[config.mk]
export PLATFORM = sky130hd
export DESIGN_NAME = dtc_top
export DESIGN_NICKNAME = d
export VERILOG_FILES = /design/src/rtl/dtc_pkg.sv /design/src/rtl/dtc_top.sv
export VERILOG_INCLUDE_DIRS = /design/src /design/src/rtl
export SDC_FILE = /design/constraint.sdc
export NUM_CORES = 1
export LEC_CHECK = 0
export BUFFER_PORTS_ARGS = -buffer_cell sky130_fd_sc_hd__buf_2
export CORE_UTILIZATION = 30
export CTS_CLUSTER_SIZE = 24
export DETAILED_ROUTE_END_ITERATION = 16
export GPL_ROUTABILITY_DRIVEN = 0
export PLACE_DENSITY = 0.56
export REMOVE_ABC_BUFFERS = 1
export SYNTH_ARGS = -nofsm -noshare
export SYNTH_HDL_FRONTEND = slang
export SYNTH_SLANG_ARGS = --single-unit
[constraint.sdc]
create_clock -name sys_clk -period 2.3 [get_ports sys_clk]
set_input_delay 0.46 -clock sys_clk [delete_from_list [all_inputs] [get_ports sys_clk]]
set_output_delay 0.46 -clock sys_clk [all_outputs]
set_load 0.01 [all_outputs]
[src/rtl/dtc_cfg.svh]
`ifndef DTC_CFG_SVH
`define DTC_CFG_SVH

// Register indices; the byte address on the bus is four times the index
`define DTC_IDX_TIMER_RUN_OVERFLOW_CONTROL    8'h88
`define DTC_IDX_TIMER_MODE_SELECT    8'h89
`define DTC_IDX_TL0     8'h8a
`define DTC_IDX_TL1     8'h8b
`define DTC_IDX_TH0     8'h8c
`define DTC_IDX_TH1     8'h8d
`define DTC_IDX_ISTAT   8'h90
`define DTC_IDX_IMASK   8'h91
// Unused upper address bits above the index
`define DTC_ADDR_PAD    2'h0

// Control register bit positions
`define DTC_TF1         7
`define DTC_TR1         6
`define DTC_TF0         5
`define DTC_TR0         4

// Mode register nibble layout (timer 1 in the upper nibble)
`define DTC_T1_SHIFT    4
`define DTC_GATE        3
`define DTC_SRC         2

// Mode field codes
`define DTC_MODE_13     2'h0
`define DTC_MODE_16     2'h1
`define DTC_MODE_RLD    2'h2
`define DTC_MODE_SPLIT  2'h3

// Reset values
`define DTC_RST_BYTE    8'h00
`define DTC_RST_MC      4'h0

// Machine cycle: twelve oscillator periods, the oscillator being sys_clk
`define DTC_OSC_PER_MC  4'hc
`define DTC_MC_LAST     (`DTC_OSC_PER_MC - 4'h1)
// Last value of the 5-bit prescaler
`define DTC_PRE_MAX     5'h1f

// Bus responses
`define DTC_RESP_OK     2'h0
`define DTC_RESP_SLVERR 2'h2

`endif

[src/rtl/dtc_pkg.sv]
package dtc_pkg;

	// Bus requests from the master
	typedef struct packed {
		logic [11:0] awaddr;
		logic        awvalid;
		logic [31:0] wdata;
		logic [3:0]  wstrb;
		logic        wvalid;
		logic        bready;
		logic [11:0] araddr;
		logic        arvalid;
		logic        rready;
	} dtc_axi_req_s;

	// Bus answers to the master
	typedef struct packed {
		logic        awready;
		logic        wready;
		logic [1:0]  bresp;
		logic        bvalid;
		logic        arready;
		logic [31:0] rdata;
		logic [1:0]  rresp;
		logic        rvalid;
	} dtc_axi_rsp_s;

	// External pins, index 0 for timer 0, index 1 for timer 1
	typedef struct packed {
		logic [1:0] count_pin;
		logic [1:0] ext_gate_pin;
	} dtc_pin_s;

	// Result of one counting step
	typedef struct packed {
		logic [7:0] lo;
		logic [7:0] hi;
		logic       ovf;
	} dtc_cnt_s;

	// Complete state of the unit
	typedef struct packed {
		logic [7:0]  tl0;
		logic [7:0]  th0;
		logic [7:0]  tl1;
		logic [7:0]  th1;
		logic [7:0]  timer_run_overflow_control;
		logic [7:0]  timer_mode_select;
		logic [1:0]  istat;
		logic [1:0]  imask;
		logic [3:0]  mc_cnt;
		logic [1:0]  cnt_s1;
		logic [1:0]  cnt_s2;
		logic [1:0]  cnt_prev;
		logic [1:0]  gate_s1;
		logic [1:0]  gate_s2;
		logic        aw_got;
		logic [11:0] awaddr;
		logic        w_got;
		logic [31:0] wdata;
		logic [3:0]  wstrb;
		logic        bvalid;
		logic [1:0]  bresp;
		logic        rvalid;
		logic [31:0] rdata;
		logic [1:0]  rresp;
	} dtc_state_s;

endpackage

[src/rtl/dtc_top.sv]
// Operation
// - Mode 0: high byte behind 5-bit prescaler
// - Mode 1: bytes cascaded into 16 bits
// - Mode 2: low byte reloads from high byte
// - Split mode: timer 0 low byte independent
// - Split mode: high byte uses timer 1 run/flag
// - Timer 1 in split mode holds count
// - Run bit starts and stops each timer
// - Overflow sets the timer's flag; timer 1 sets none while timer 0 is in split mode
// - Interrupt vectoring clears the overflow flag
// - Gate bit requires gate pin high too
// - Source bit picks pin events or clock
// - Mode register: timer 1 upper nibble
// - Control register: flags and runs upper nibble
//
// Design decision made here: the AXI4-Lite interface to the registers.
`timescale 1ns/1ns
`default_nettype none
`include "dtc_cfg.svh"

module dtc_top (
	input  wire logic             sys_clk,
	input  wire logic             srst,
	input  wire dtc_pkg::dtc_axi_req_s axi_req,
	output var dtc_pkg::dtc_axi_rsp_s axi_rsp,
	input  wire dtc_pkg::dtc_pin_s     pins,
	input  wire logic [1:0]       int_ack,
	output logic [1:0]            ovf_req,
	output logic                  irq
);

	dtc_pkg::dtc_state_s st_ff;      // Registered state
	dtc_pkg::dtc_state_s nxt_st;     // Next state
	logic                mc_tick;    // One pulse per machine cycle
	logic [1:0]          fall;       // Falling edge seen on a count pin
	logic [1:0]          m0;         // Timer 0 mode field
	logic [1:0]          m1;         // Timer 1 mode field
	logic                en0;        // Timer 0 enabled by run and gate
	logic                en1;        // Timer 1 enabled by run and gate
	logic                tick0;      // Timer 0 count pulse
	logic                tick1;      // Timer 1 count pulse
	logic                ovf0_ev;    // Timer 0 overflow event
	logic                ovf1_ev;    // Event for the timer 1 flag
	logic                wr_en;      // Register write performed this cycle
	logic [9:0]          widx;       // Write index with padding
	logic                wr_cnt0;    // Software writes a timer 0 byte
	logic                wr_cnt1;    // Software writes a timer 1 byte
	logic                wr_timer_run_overflow_control;    // Software writes the control register

	// One counting step of a timer in the given mode
	function automatic dtc_pkg::dtc_cnt_s step(
		input logic [1:0] mode,
		input logic [7:0] lo,
		input logic [7:0] hi,
		input logic       inc
	);
		dtc_pkg::dtc_cnt_s r;
		r.lo  = lo;
		r.hi  = hi;
		r.ovf = 1'b0;
		if (inc) begin
			case (mode)
				`DTC_MODE_13: begin
					// Low five bits divide by 32, carry clocks the high byte
					r.lo = {lo[7:5], lo[4:0] + 5'h01};
					if (lo[4:0] == `DTC_PRE_MAX) begin
						r.hi  = hi + 8'h01;
						r.ovf = (hi == 8'hff);
					end
				end
				`DTC_MODE_16: begin
					{r.hi, r.lo} = {hi, lo} + 16'h0001;
					r.ovf        = ({hi, lo} == 16'hffff);
				end
				`DTC_MODE_RLD: begin
					// Reload keeps the period fixed without software help
					if (lo == 8'hff) begin
						r.lo  = hi;
						r.ovf = 1'b1;
					end else begin
						r.lo = lo + 8'h01;
					end
				end
				default: begin
					// Split mode: the low byte alone counts
					r.lo  = lo + 8'h01;
					r.ovf = (lo == 8'hff);
				end
			endcase
		end
		return r;
	endfunction

	// Whole next-state logic of the unit
	always_comb begin
		dtc_pkg::dtc_cnt_s r0;
		dtc_pkg::dtc_cnt_s r1;
		dtc_pkg::dtc_cnt_s rh;
		logic [9:0]        ridx;
		logic [7:0]        rbyte;
		logic              rhit;
		r0     = '0;
		r1     = '0;
		rh     = '0;
		ridx   = '0;
		rbyte  = `DTC_RST_BYTE;
		rhit   = 1'b0;
		nxt_st = st_ff;

		// Pins pass two flops before any logic reads them
		nxt_st.cnt_s1  = pins.count_pin;
		nxt_st.cnt_s2  = st_ff.cnt_s1;
		nxt_st.gate_s1 = pins.ext_gate_pin;
		nxt_st.gate_s2 = st_ff.gate_s1;

		// Machine cycle divider
		mc_tick       = (st_ff.mc_cnt == `DTC_MC_LAST);
		nxt_st.mc_cnt = mc_tick ? `DTC_RST_MC : st_ff.mc_cnt + 4'h1;

		// Count pins are sampled once per machine cycle; a pulse shorter
		// than one machine cycle may be missed
		if (mc_tick) begin
			nxt_st.cnt_prev = st_ff.cnt_s2;
		end
		fall = {2{mc_tick}} & st_ff.cnt_prev & ~st_ff.cnt_s2;

		// Mode register fields
		m0  = st_ff.timer_mode_select[1:0];
		m1  = st_ff.timer_mode_select[`DTC_T1_SHIFT+1:`DTC_T1_SHIFT];
		en0 = st_ff.timer_run_overflow_control[`DTC_TR0] &
			(!st_ff.timer_mode_select[`DTC_GATE] | st_ff.gate_s2[0]);
		en1 = st_ff.timer_run_overflow_control[`DTC_TR1] &
			(!st_ff.timer_mode_select[`DTC_T1_SHIFT+`DTC_GATE] | st_ff.gate_s2[1]);
		tick0 = en0 & (st_ff.timer_mode_select[`DTC_SRC] ? fall[0] : mc_tick);
		tick1 = en1 & (m1 != `DTC_MODE_SPLIT) &
			(st_ff.timer_mode_select[`DTC_T1_SHIFT+`DTC_SRC] ? fall[1] : mc_tick);

		// Counting steps
		r0 = step(m0, st_ff.tl0, st_ff.th0, tick0);
		r1 = step(m1, st_ff.tl1, st_ff.th1, tick1);
		if (m0 == `DTC_MODE_SPLIT) begin
			// High byte of timer 0 is a plain timer run by timer 1's bit
			rh = step(`DTC_MODE_SPLIT, st_ff.th0, st_ff.th0,
				mc_tick & st_ff.timer_run_overflow_control[`DTC_TR1]);
			r0.hi = rh.lo;
		end
		ovf0_ev = r0.ovf;
		// Timer 1 loses its flag to timer 0's high byte in split mode
		ovf1_ev = (m0 == `DTC_MODE_SPLIT) ? rh.ovf : r1.ovf;
		nxt_st.tl0 = r0.lo;
		nxt_st.th0 = r0.hi;
		nxt_st.tl1 = r1.lo;
		nxt_st.th1 = r1.hi;

		// Write path: address and data are taken in either order
		if (axi_req.awvalid && !st_ff.aw_got && !st_ff.bvalid) begin
			nxt_st.aw_got = 1'b1;
			nxt_st.awaddr = axi_req.awaddr;
		end
		if (axi_req.wvalid && !st_ff.w_got && !st_ff.bvalid) begin
			nxt_st.w_got = 1'b1;
			nxt_st.wdata = axi_req.wdata;
			nxt_st.wstrb = axi_req.wstrb;
		end
		wr_en   = st_ff.aw_got && st_ff.w_got && !st_ff.bvalid;
		widx    = st_ff.awaddr[11:2];
		wr_cnt0 = 1'b0;
		wr_cnt1 = 1'b0;
		wr_timer_run_overflow_control = 1'b0;

		// Vectoring clears the flag; software write next; events last
		if (int_ack[0]) begin
			nxt_st.timer_run_overflow_control[`DTC_TF0] = 1'b0;
		end
		if (int_ack[1]) begin
			nxt_st.timer_run_overflow_control[`DTC_TF1] = 1'b0;
		end
		if (wr_en) begin
			nxt_st.aw_got = 1'b0;
			nxt_st.w_got  = 1'b0;
			nxt_st.bvalid = 1'b1;
			nxt_st.bresp  = `DTC_RESP_OK;
			case (widx)
				{`DTC_ADDR_PAD, `DTC_IDX_TIMER_RUN_OVERFLOW_CONTROL}: begin
					wr_timer_run_overflow_control = st_ff.wstrb[0];
					if (wr_timer_run_overflow_control) begin
						// Low nibble is kept as plain storage for other logic
						nxt_st.timer_run_overflow_control = st_ff.wdata[7:0];
					end
				end
				{`DTC_ADDR_PAD, `DTC_IDX_TIMER_MODE_SELECT}: begin
					if (st_ff.wstrb[0]) begin
						nxt_st.timer_mode_select = st_ff.wdata[7:0];
					end
				end
				{`DTC_ADDR_PAD, `DTC_IDX_TL0}: begin
					wr_cnt0 = st_ff.wstrb[0];
					if (wr_cnt0) begin
						nxt_st.tl0 = st_ff.wdata[7:0];
					end
				end
				{`DTC_ADDR_PAD, `DTC_IDX_TH0}: begin
					wr_cnt0 = st_ff.wstrb[0];
					if (wr_cnt0) begin
						nxt_st.th0 = st_ff.wdata[7:0];
					end
				end
				{`DTC_ADDR_PAD, `DTC_IDX_TL1}: begin
					wr_cnt1 = st_ff.wstrb[0];
					if (wr_cnt1) begin
						nxt_st.tl1 = st_ff.wdata[7:0];
					end
				end
				{`DTC_ADDR_PAD, `DTC_IDX_TH1}: begin
					wr_cnt1 = st_ff.wstrb[0];
					if (wr_cnt1) begin
						nxt_st.th1 = st_ff.wdata[7:0];
					end
				end
				{`DTC_ADDR_PAD, `DTC_IDX_ISTAT}: begin
					if (st_ff.wstrb[0]) begin
						nxt_st.istat = st_ff.istat & ~st_ff.wdata[1:0];
					end
				end
				{`DTC_ADDR_PAD, `DTC_IDX_IMASK}: begin
					if (st_ff.wstrb[0]) begin
						nxt_st.imask = st_ff.wdata[1:0];
					end
				end
				default: begin
					// Unmapped address
					nxt_st.bresp = `DTC_RESP_SLVERR;
				end
			endcase
		end else if (st_ff.bvalid && axi_req.bready) begin
			nxt_st.bvalid = 1'b0;
		end

		// Hardware set wins over any clear in the same cycle
		if (ovf0_ev) begin
			nxt_st.timer_run_overflow_control[`DTC_TF0] = 1'b1;
		end
		if (ovf1_ev) begin
			nxt_st.timer_run_overflow_control[`DTC_TF1] = 1'b1;
		end
		nxt_st.istat = nxt_st.istat | {ovf1_ev, ovf0_ev};

		// Read path: one read under way, answered the cycle after it is taken
		if (axi_req.arvalid && !st_ff.rvalid) begin
			ridx = axi_req.araddr[11:2];
			rhit = 1'b1;
			case (ridx)
				{`DTC_ADDR_PAD, `DTC_IDX_TIMER_RUN_OVERFLOW_CONTROL}:  rbyte = st_ff.timer_run_overflow_control;
				{`DTC_ADDR_PAD, `DTC_IDX_TIMER_MODE_SELECT}:  rbyte = st_ff.timer_mode_select;
				{`DTC_ADDR_PAD, `DTC_IDX_TL0}:   rbyte = st_ff.tl0;
				{`DTC_ADDR_PAD, `DTC_IDX_TH0}:   rbyte = st_ff.th0;
				{`DTC_ADDR_PAD, `DTC_IDX_TL1}:   rbyte = st_ff.tl1;
				{`DTC_ADDR_PAD, `DTC_IDX_TH1}:   rbyte = st_ff.th1;
				{`DTC_ADDR_PAD, `DTC_IDX_ISTAT}: rbyte = {6'h00, st_ff.istat};
				{`DTC_ADDR_PAD, `DTC_IDX_IMASK}: rbyte = {6'h00, st_ff.imask};
				default:                         rhit = 1'b0;
			endcase
			nxt_st.rvalid = 1'b1;
			nxt_st.rdata  = {24'h000000, rbyte};
			nxt_st.rresp  = rhit ? `DTC_RESP_OK : `DTC_RESP_SLVERR;
		end else if (st_ff.rvalid && axi_req.rready) begin
			nxt_st.rvalid = 1'b0;
		end
	end

	// State register
	always_ff @(posedge sys_clk) begin
		if (srst) begin
			st_ff <= '0;
		end else begin
			st_ff <= nxt_st;
		end
	end

	// Bus answers and interrupt outputs, all straight from the state
	always_comb begin
		axi_rsp.awready = !st_ff.aw_got && !st_ff.bvalid;
		axi_rsp.wready  = !st_ff.w_got && !st_ff.bvalid;
		axi_rsp.bresp   = st_ff.bresp;
		axi_rsp.bvalid  = st_ff.bvalid;
		axi_rsp.arready = !st_ff.rvalid;
		axi_rsp.rdata   = st_ff.rdata;
		axi_rsp.rresp   = st_ff.rresp;
		axi_rsp.rvalid  = st_ff.rvalid;
		ovf_req = {st_ff.timer_run_overflow_control[`DTC_TF1], st_ff.timer_run_overflow_control[`DTC_TF0]};
		irq     = |(st_ff.istat & st_ff.imask);
	end

	// Machine cycle repeats every twelve clocks
	property p_mc_period;
		@(posedge sys_clk) disable iff (srst)
		mc_tick |-> ##12 mc_tick;
	endproperty
	a_mc_period: assert property (p_mc_period) else $error("machine cycle period wrong");

	// Stopped timer 0 keeps its count
	property p_run_stop;
		@(posedge sys_clk) disable iff (srst)
		(!st_ff.timer_run_overflow_control[`DTC_TR0] && m0 != `DTC_MODE_SPLIT && !wr_cnt0)
			|=> $stable(st_ff.tl0) && $stable(st_ff.th0);
	endproperty
	a_run_stop: assert property (p_run_stop) else $error("timer 0 moved while stopped");

	// Timer 1 in split mode holds
	property p_t1_hold;
		@(posedge sys_clk) disable iff (srst)
		(m1 == `DTC_MODE_SPLIT && !wr_cnt1) |=> $stable({st_ff.th1, st_ff.tl1});
	endproperty
	a_t1_hold: assert property (p_t1_hold) else $error("timer 1 moved in split mode");

	// Overflow raises the flag at the next edge
	property p_ovf_flag;
		@(posedge sys_clk) disable iff (srst)
		ovf0_ev |=> st_ff.timer_run_overflow_control[`DTC_TF0] && st_ff.istat[0];
	endproperty
	a_ovf_flag: assert property (p_ovf_flag) else $error("overflow flag not set");

	// Vectoring clears the flag unless a new overflow or write intervenes
	property p_ack_clear;
		@(posedge sys_clk) disable iff (srst)
		(int_ack[1] && !ovf1_ev && !wr_timer_run_overflow_control) |=> !ovf_req[1];
	endproperty
	a_ack_clear: assert property (p_ack_clear) else $error("flag not cleared on vector");

	// Auto reload copies the high byte
	property p_reload;
		@(posedge sys_clk) disable iff (srst)
		(m0 == `DTC_MODE_RLD && tick0 && st_ff.tl0 == 8'hff && !wr_cnt0)
			|=> st_ff.tl0 == $past(st_ff.th0) && st_ff.timer_run_overflow_control[`DTC_TF0];
	endproperty
	a_reload: assert property (p_reload) else $error("reload value wrong");

	// Prescaler carry is the only way the high byte moves in mode 0
	property p_prescale;
		@(posedge sys_clk) disable iff (srst)
		(m0 == `DTC_MODE_13 && st_ff.tl0[4:0] != `DTC_PRE_MAX && !wr_cnt0)
			|=> $stable(st_ff.th0);
	endproperty
	a_prescale: assert property (p_prescale) else $error("high byte moved early");

	// Sixteen-bit carry into the high byte
	property p_cascade;
		@(posedge sys_clk) disable iff (srst)
		(m0 == `DTC_MODE_16 && tick0 && st_ff.tl0 == 8'hff && !wr_cnt0)
			|=> st_ff.th0 == $past(st_ff.th0) + 8'h01 && st_ff.tl0 == 8'h00;
	endproperty
	a_cascade: assert property (p_cascade) else $error("16-bit carry lost");

	// A closed gate freezes the low byte
	property p_gate;
		@(posedge sys_clk) disable iff (srst)
		(st_ff.timer_mode_select[`DTC_GATE] && !st_ff.gate_s2[0] && !wr_cnt0) |=> $stable(st_ff.tl0);
	endproperty
	a_gate: assert property (p_gate) else $error("timer 0 counted with gate closed");

	// Counter mode without an edge does not move
	property p_counter;
		@(posedge sys_clk) disable iff (srst)
		(st_ff.timer_mode_select[`DTC_SRC] && !fall[0] && m0 == `DTC_MODE_16 && !wr_cnt0)
			|=> $stable(st_ff.tl0);
	endproperty
	a_counter: assert property (p_counter) else $error("counter moved without edge");

	// Split high byte stops when timer 1 run bit is clear
	property p_split_hi;
		@(posedge sys_clk) disable iff (srst)
		(m0 == `DTC_MODE_SPLIT && !st_ff.timer_run_overflow_control[`DTC_TR1] && !wr_cnt0) |=> $stable(st_ff.th0);
	endproperty
	a_split_hi: assert property (p_split_hi) else $error("split high byte ran");

endmodule

`default_nettype wire

======== Yosys cells after proc, flatten, opt, wreduce, memory -nomap -nowiden ========
Cells that the tools add are included.
word-level totals
  register bits ........................... 103
  output and inout bits ................... 44
  word-level logic and storage cells ...... 159
cells by class
  $add $sub $neg .......................... 9
  eq/ne operators ......................... 31
  multiplexer cells ....................... 50
  bitwise operators ....................... 15
  reduce and logical (&&, ||, !) cells .... 29
operators by type and width
  kind                                                              count
  10-bit by 8-bit == test with 1-bit output, second input constant  16
  8-bit 2-to-1 mux                                                  16
  8-bit case mux with 8 select lines                                1
  52-bit 2-to-1 mux                                                 1
  8-bit case mux with 3 select lines                                2
  17-bit 2-to-1 mux                                                 2
  16-bit by 1-bit adder with 16-bit output, second input constant   2
  8-bit by 1-bit adder with 8-bit output, second input constant     4
  16-bit == test, second input constant                             2
  8-bit == test, second input constant                              4
  8-bit case mux with 2 select lines                                2
  9-bit 2-to-1 mux                                                  2
  1-bit 2-to-1 mux                                                  16
  8-bit OR reduction                                                2
  2-bit 2-to-1 mux                                                  6
  1-bit logical AND                                                 11
  5-bit by 1-bit adder with 5-bit output, second input constant     2
  5-bit == test, second input constant                              2
  3-bit AND reduction                                               3
  2-bit bitwise AND                                                 4
  1-bit bitwise AND                                                 6
  2-bit == test, second input constant                              3
  1-bit zero test                                                   6
  1-bit case mux with 3 select lines                                2
  other kinds (10)                                                  17

======== Logic depth before layout (Yosys ltp) ========
Gate-level depths: netlist of run 1.
  depth after elaboration ................. 11
  mapped depth ............................ 9

======== Least setup slack after synthesis of run 1 ========
Ideal clock, no wire load.
  kind .................................... register to register
  start point ............................. register st_ff[146] in the netlist's numbering
  end point ............................... register st_ff[145] in the netlist's numbering
  data arrival time ....................... 2.115 ns
  required time ........................... 2.169 ns
  path slack .............................. 0.054 ns
  stages on the path, launching flop included .. 10
  path buffers ............................ 0
  clock period less this slack ............ 2.246 ns
  cell sequence ........................... dfxtp_1 > ha_1 > nand3_1 > clkinv_1 > ha_1 > nor2b_1 > a31oi_1 > or4_1 > a221oi_1 > o41ai_1
between the ends
  cells in the longest elaborated chain, start to end .. 8
  elaborated cells on any way between the ends .. 9
  those cells by class .................... add/sub: 1; eq/ne: 1; mux: 7
RTL lines
  what                                                                              line            text
  start, declared                                                                   dtc_top.sv:32   dtc_pkg::dtc_state_s st_ff;
  start signal, assigned                                                            dtc_top.sv:276  st_ff <= nxt_st;
  branches (longest 2 deep; another with 16-bit by 1-bit adder with 16-bit output)  --
  8-bit case mux with 2 select lines (*)                                            dtc_top.sv:62   case (mode)
  17-bit 2-to-1 mux (*)                                                             dtc_top.sv:61   if (inc) begin
  8-bit 2-to-1 mux (*)                                                              dtc_top.sv:141  if (m0 == `DTC_MODE_SPLIT) begin
  8-bit 2-to-1 mux                                                                  dtc_top.sv:204  if (wr_cnt0) begin
  8-bit 2-to-1 mux                                                                  dtc_top.sv:183  case (widx)
  52-bit 2-to-1 mux (*)                                                             dtc_top.sv:178  if (wr_en) begin
Mark *: on every way between the ends.
A chain may end at the register's enable or synchronous reset.

======== Final worst setup path of run 1 ========
  start point ............................. register st_ff[147] in the netlist's numbering
  end point ............................... register st_ff[145] in the netlist's numbering
Same word-level chain as after synthesis.

==> results of run 1 <==
==> synth_stat cells (6+ instances only) <==
cell type / number / area [um2]
dfxtp_1: 99 / 1980
nand2_1: 94 / 353
nor2_1: 66 / 248
a21oi_1: 41 / 205
buf_4: 41 / 308
mux2i_1: 37 / 370
clkbuf_1: 33 / 124
nand3_1: 30 / 150
nor2b_1: 21 / 131
inv_1: 19 / 71.3
a31oi_1: 18 / 113
o21ai_0: 18 / 90.1
a211oi_1: 16 / 120
nand4_1: 14 / 87.6
and3_1: 13 / 81.3
o211ai_1: 13 / 97.6
a22o_1: 12 / 105
nor3_1: 11 / 55.1
ha_1: 8 / 100
nor4_1: 6 / 37.5
o2bb2ai_1: 6 / 52.6
or4_1: 6 / 45.0
==> stage by stage <==
stage / area (um2) / power, W
after floorplan: 5620 / 0.00197
after global placement: 6760 / 0.00212
after detailed placement: 6760 / 0.00213
after CTS: 7070 / 0.00370
after global routing: 7080 / 0.00381
final: 7080 / 0.00364
==> power breakdown <==
part | switching, W | internal [W] | leakage, nW | total, W
registers | 0.0000592 | 0.00176 | 0.804 | 0.00181
clock network | 0.000759 | 0.000797 | 0.150 | 0.00156
logic | 0.000167 | 0.000105 | 1.78 | 0.000272
total | 0.000986 | 0.00266 | 2.74 | 0.00364
==> metal layers <==
layer  global-route usage, %  part of all wire [%]
met1                    26.5                    49
met2                    28.1                    43
met3                    3.60                   6.4
met4                    6.55                   2.4
met5                       0                     0
==> flip-flops by register name, indices dropped and copies added, names as in the netlist <==
register and count:
nxt_st 4, ovf_req 2, m0 2, st_ff 77, m1 2, axi_rsp 12
==> logic make-up (layout without fill, tap and decap cells) <==
kind of cell    count (synthesis)  after routing  share of synthesized area, %
flops                          99             99                          33.0
xor+xnor                        7              7                          1.02
buf+inv                       106            161                          9.40
mux                            42             42                          7.47
other cells                     1             26                        0.0623
compound gates                175            175                          20.6
simple gates                  308            308                          26.9
fa+ha+maj                       8              8                          1.66
==> final cells by class <==
class                           count  area [um2]
Inverter                           21        78.8
Clock inverter                      6        67.6
Timing Repair Buffer              124         808
Fill cell                        2098       12400
Tap cell                          265         332
Clock buffer                       10         239
Multi-Input combinational cell    566        3580
Sequential cell                    99        1980
==> worst max-delay path: stages, from the launching register on <==
cell and delay (ns):
dfxtp_1 0.34, ha_1 0.20, nand3_1 0.13, clkinv_1 0.09, ha_1 0.17, nor2b_2 0.19, a31oi_1 0.08, or4_1 0.44
a221oi_2 0.29, o41ai_1 0.10
==> final timing paths <==
check	slack (ns)	start	end
min	0.29	axi_req[0]	axi_rsp[0]
min reg2reg	0.44	nxt_st[94]	st_ff[94]
max	0.14	st_ff[147]	st_ff[145]
max reg2reg	0.14	st_ff[147]	st_ff[145]
==> timing repair <==
item | 4_1_cts | 5_1_grt
setup buffers | 0 | 0
endpoints found under the setup margin | 0 | 2
gates resized for setup | 0 | 3
==> results.md, run 1 <==
* Root Buffer: clkbuf_16
* Final wirelength at 18800 um
* Clock Latency Late Sink at 0.36 ns
* Cell count after placement at 1075
* Via count of the first global-routing pass at 5144
* Warnings from Yosys at 0
* Std-Cell Rows at 51
* Worst Setup Start Kind: flop
* DRC errors left at 0
* Fraction of layout cells with a size suffix above 1 at 19.9%
* # hold bufs at CTS at 0
* Area added between synthesis and finish at 17.8%
* RSZ-0062 raised after global routing: false
* Iteration count of the initial detailed-routing pass at 5
* Htree depth at 3
* Initial antenna violation count at 0
* Via count at 5751
* Final Util at 36.3%
* Total CTS buffers at 9
* Clk sinks at 99
* Leading cell type in the layout, fill and taps excluded: dfxtp_1
* Crit-path max FO at 3
* Avg Vias per Cell at 5.27
* Min-delay worst type: in -> reg
* Slew of the pin with the lowest slew margin at 0.573 ns
* First-pass GRT wire length at 29100 um
* Total gr overflow at 0
* TritonCTS clock tree: built
* Synth cell types at 66
* Period utilisation layout at 93.7%
* Max_slew headroom at 61.8%
* CP required at 2.54 ns
* Min cycle time layout at 2.16 ns
* CTS Buffer Depth at 2
* Fin. max-slew vios at 0
* Post-route setup TNS at 0 ns
* Final Non-Filler Cells at 1091
* Pre-CTS setup slack at 0.102 ns
* Highest-count cells in the layout ignoring fill and taps: dfxtp_1, nand2_1, nor2_1
* Chip height at 144 um
* Worst hold slack at 0.286 ns
* Post-synth EDFFs at 0
* Clock skew at 0.0113 ns
* Initial DRC count at 483
* MaxCap Viol Count at 0
* R2R depth at 9
* Final Hold Viols at 0
* Peak supply drop at 0.382 mV
* FFs w/ async S/R, synth at 0%
* Yosys reg bits at 99
* Clk slew on worst S/H paths at 0.08 ns
* Largest net degree at the start of global routing at 81
* I/O pin total at 117
* Antenna cell count at 0
* Hold depth at 2
* Crit path DAT at 2.39 ns
* Highest Clock Rate at 0.464 GHz
* Worst Slack Setup Final at 0.145 ns
* Die area at 20600 um2
* Post-synthesis sequential area ratio at 33.0%
* Post-Syn Area at 6010 um2
* I/O Buffers at 59
* Starting Density at 30.8%
* Nets at 902
* Chip width at 144 um
* DR WL/cell at 17.2 um
* Setup Viol. Count Final at 0
* Core area at 19500 um2
* Post-Synthesis Cells at 746
* Overall routing resource usage at 18.7%
* CP Capture Type: flop
* Lkg Pwr at 2.74 nW
* DRT antenna net count at 0
* Synth Flop Type: dfxtp_1
* HPWL after DPL at 13800 um
* Worst setup path class: reg -> reg
* Power Density at 514 nW/um2
* Syn avg cell area at 8.06 um2
* Status: completed
(Power assumes the default switching activity.)
==> run 2, diff against run 1 <==
--- a/config.mk
+++ b/config.mk
@@ -6,6 +6,7 @@
 export SDC_FILE = /design/constraint.sdc
 export NUM_CORES = 1
 export LEC_CHECK = 0
+export ABC_AREA = 1
 export BUFFER_PORTS_ARGS = -buffer_cell sky130_fd_sc_hd__buf_2
 export CORE_UTILIZATION = 30
 export CTS_CLUSTER_SIZE = 24
==> results.md, run 2 <==
* Chip width at 153 um
* Antenna cell count at 0
* Via count of the first global-routing pass at 6289
* FFs w/ async S/R, synth at 0%
* Crit-path max FO at 8
* Die area at 23400 um2
* Clk slew on worst S/H paths at 0.08 ns
* Power Density at 491 nW/um2
* Std-Cell Rows at 54
* TritonCTS clock tree: built
* Status: completed
* Starting Density at 31.0%
* Synth area leaders: dfxtp_1, nand2_1, o21ai_0, a21oi_1, inv_1
* Peak supply drop at 0.332 mV
* Fraction of layout cells with a size suffix above 1 at 14.6%
* Via count at 7109
* Final Util at 34.2%
* Warnings from Yosys at 0
* Nets at 1210
* Clock skew at 0.0128 ns
* Htree depth at 3
* Post-synthesis sequential area ratio at 29.0%
* Crit path DAT at 2.35 ns
* CTS Buffer Depth at 2
* Initial DRC count at 608
* Initial antenna violation count at 0
* Overall routing resource usage at 18.6%
* Final wirelength at 21500 um
* MaxCap Viol Count at 0
* Worst reg2reg setup slack at 0.24 ns
* Area added between synthesis and finish at 10.4%
* Highest-count cells in the layout ignoring fill and taps: nand2_1, inv_1, nor2_1
* Synth top area share at 29.0%
* Synth Flop Type: dfxtp_1
* Worst Slack Setup Final at 0.237 ns
* Min-delay worst type: in -> reg
* Synth cell types at 47
* Post-Synthesis Cells at 1084
* Min cycle time layout at 2.06 ns
* I/O Buffers at 59
* DRC errors left at 0
* RSZ-0062 raised after global routing: false
* Root Buffer: clkbuf_16
* Synth top cells by count: nand2_1, inv_1, nor2_1, dfxtp_1, o21ai_0
* Max_slew headroom at 61.9%
* DR WL/cell at 15.2 um
* CP required at 2.59 ns
* Yosys reg bits at 99
* Syn avg cell area at 6.31 um2
* Total CTS buffers at 9
* Cell count after placement at 1398
* HPWL after DPL at 16400 um
* R2R depth at 12
* Most frequent cell after synthesis: nand2_1
* Post-synth EDFFs at 0
* Chip height at 153 um
* Slew of the pin with the lowest slew margin at 0.571 ns
* Avg Vias per Cell at 5.03
* Register bank with the most flops: st_ff
* Total gr overflow at 0
* Pre-CTS setup slack at 0.247 ns
* Power Total at 0.00371 W
* Final Non-Filler Cells at 1414
* DRT antenna net count at 0
* Final Hold Viols at 0
* Clock Latency Late Sink at 0.36 ns
* Leading cell type in the layout, fill and taps excluded: nand2_1
* Largest net degree at the start of global routing at 46
* First-pass GRT wire length at 34200 um
* Hold depth at 2
* Lkg Pwr at 3.15 nW
* CP Capture Type: flop
* Setup Viol. Count Final at 0
* Post-CTS Setup Bufs at 0
* Core area at 22100 um2
* Fin. max-slew vios at 0
* Worst setup path class: reg -> reg
* Post-route setup TNS at 0 ns
* Max reg flops at 77
* Highest Clock Rate at 0.485 GHz
* Post-Syn Area at 6840 um2
* Period utilisation layout at 89.7%
* Clk sinks at 99
* I/O pin total at 117
* Worst Setup Start Kind: flop
* Iteration count of the initial detailed-routing pass at 6
* Largest area contributor in the netlist: dfxtp_1
-- run 2: cell types whose count changed after synthesis, moves of 21 or more --
| cell | change |
|---|---|
| clkbuf_1 | -23 |
| mux2i_1 | -37 |
| inv_1 | +104 |
| nand2_1 | +167 |
| o21ai_0 | +79 |
| nor2b_1 | -21 |
| nand3_1 | +48 |
| a21oi_1 | +55 |
| nor2_1 | +42 |
-- run 2: power breakdown --
group | leakage [nW] | internal [W] | switching, W | total [W]
Clock | 0.145 | 0.000858 | 0.000712 | 0.00157
Combinational | 2.20 | 0.0000956 | 0.000217 | 0.000312
Sequential | 0.805 | 0.00177 | 0.0000576 | 0.00182
-- run 2: final cells by class --
type	instances	area [um2]
Sequential cell	99	1980
Timing Repair Buffer	77	443
Inverter	140	529
Multi-Input combinational cell	802	3950
Clock inverter	6	71.3
Fill cell	2458	14500
Tap cell	280	350
Clock buffer	10	229
-- run 2: worst paths after layout --
path	start	endpoint
setup / recovery	st_ff[147]	st_ff[139]
hold / removal	axi_req[14]	axi_rsp[36]
setup reg to reg	st_ff[147]	st_ff[139]
hold reg to reg	nxt_st[95]	st_ff[95]
-- run 2: logic make-up after synthesis --
| logic type | share of synthesized area (%) |
|---|---|
| AOI/OAI and AO/OA | 18.4 |
| xor gates and xnor gates | 0.640 |
| DFF | 29.0 |
| buffers and inverters | 14.8 |
| adders and majority gates | 1.46 |
| other | 0.0548 |
| and+or+nand+nor | 35.7 |
-- run 2: metal layers --
layer	track usage (%)	up-vias	share of wire, %
met3	3.52	31	6.3
met5	0	-	0
met2	27.9	255	43
li1	-	3556	-
met4	5.72	0	2.3
met1	26.7	3267	48
-- run 2: stage by stage --
stage / hold slack [ns] / cell area [um2]
floorplan: 0.388 / 6450
global placement: 0.391 / 7250
detailed placement: 0.397 / 7250
CTS: 0.271 / 7550
global route: 0.283 / 7550
finish: 0.280 / 7550
-- run 2: worst max-delay path, stage by stage, from the launching register on --
cell,delay [ns]
dfxtp_1,0.42
ha_2,0.29
nand2_1,0.08
nor2_2,0.19
ha_1,0.22
inv_1,0.15
a21oi_1,0.17
o21ai_0,0.09
nand2_1,0.11
nand2_1,0.06
nand2_1,0.06
nand2_1,0.04
a21oi_1,0.12
-- run 2: repair_timing --
item	in CTS	in global routing
hold endpoints to repair	0	0
setup endpoints to repair	0	4
resized for setup	0	2
hold buffers	0	0
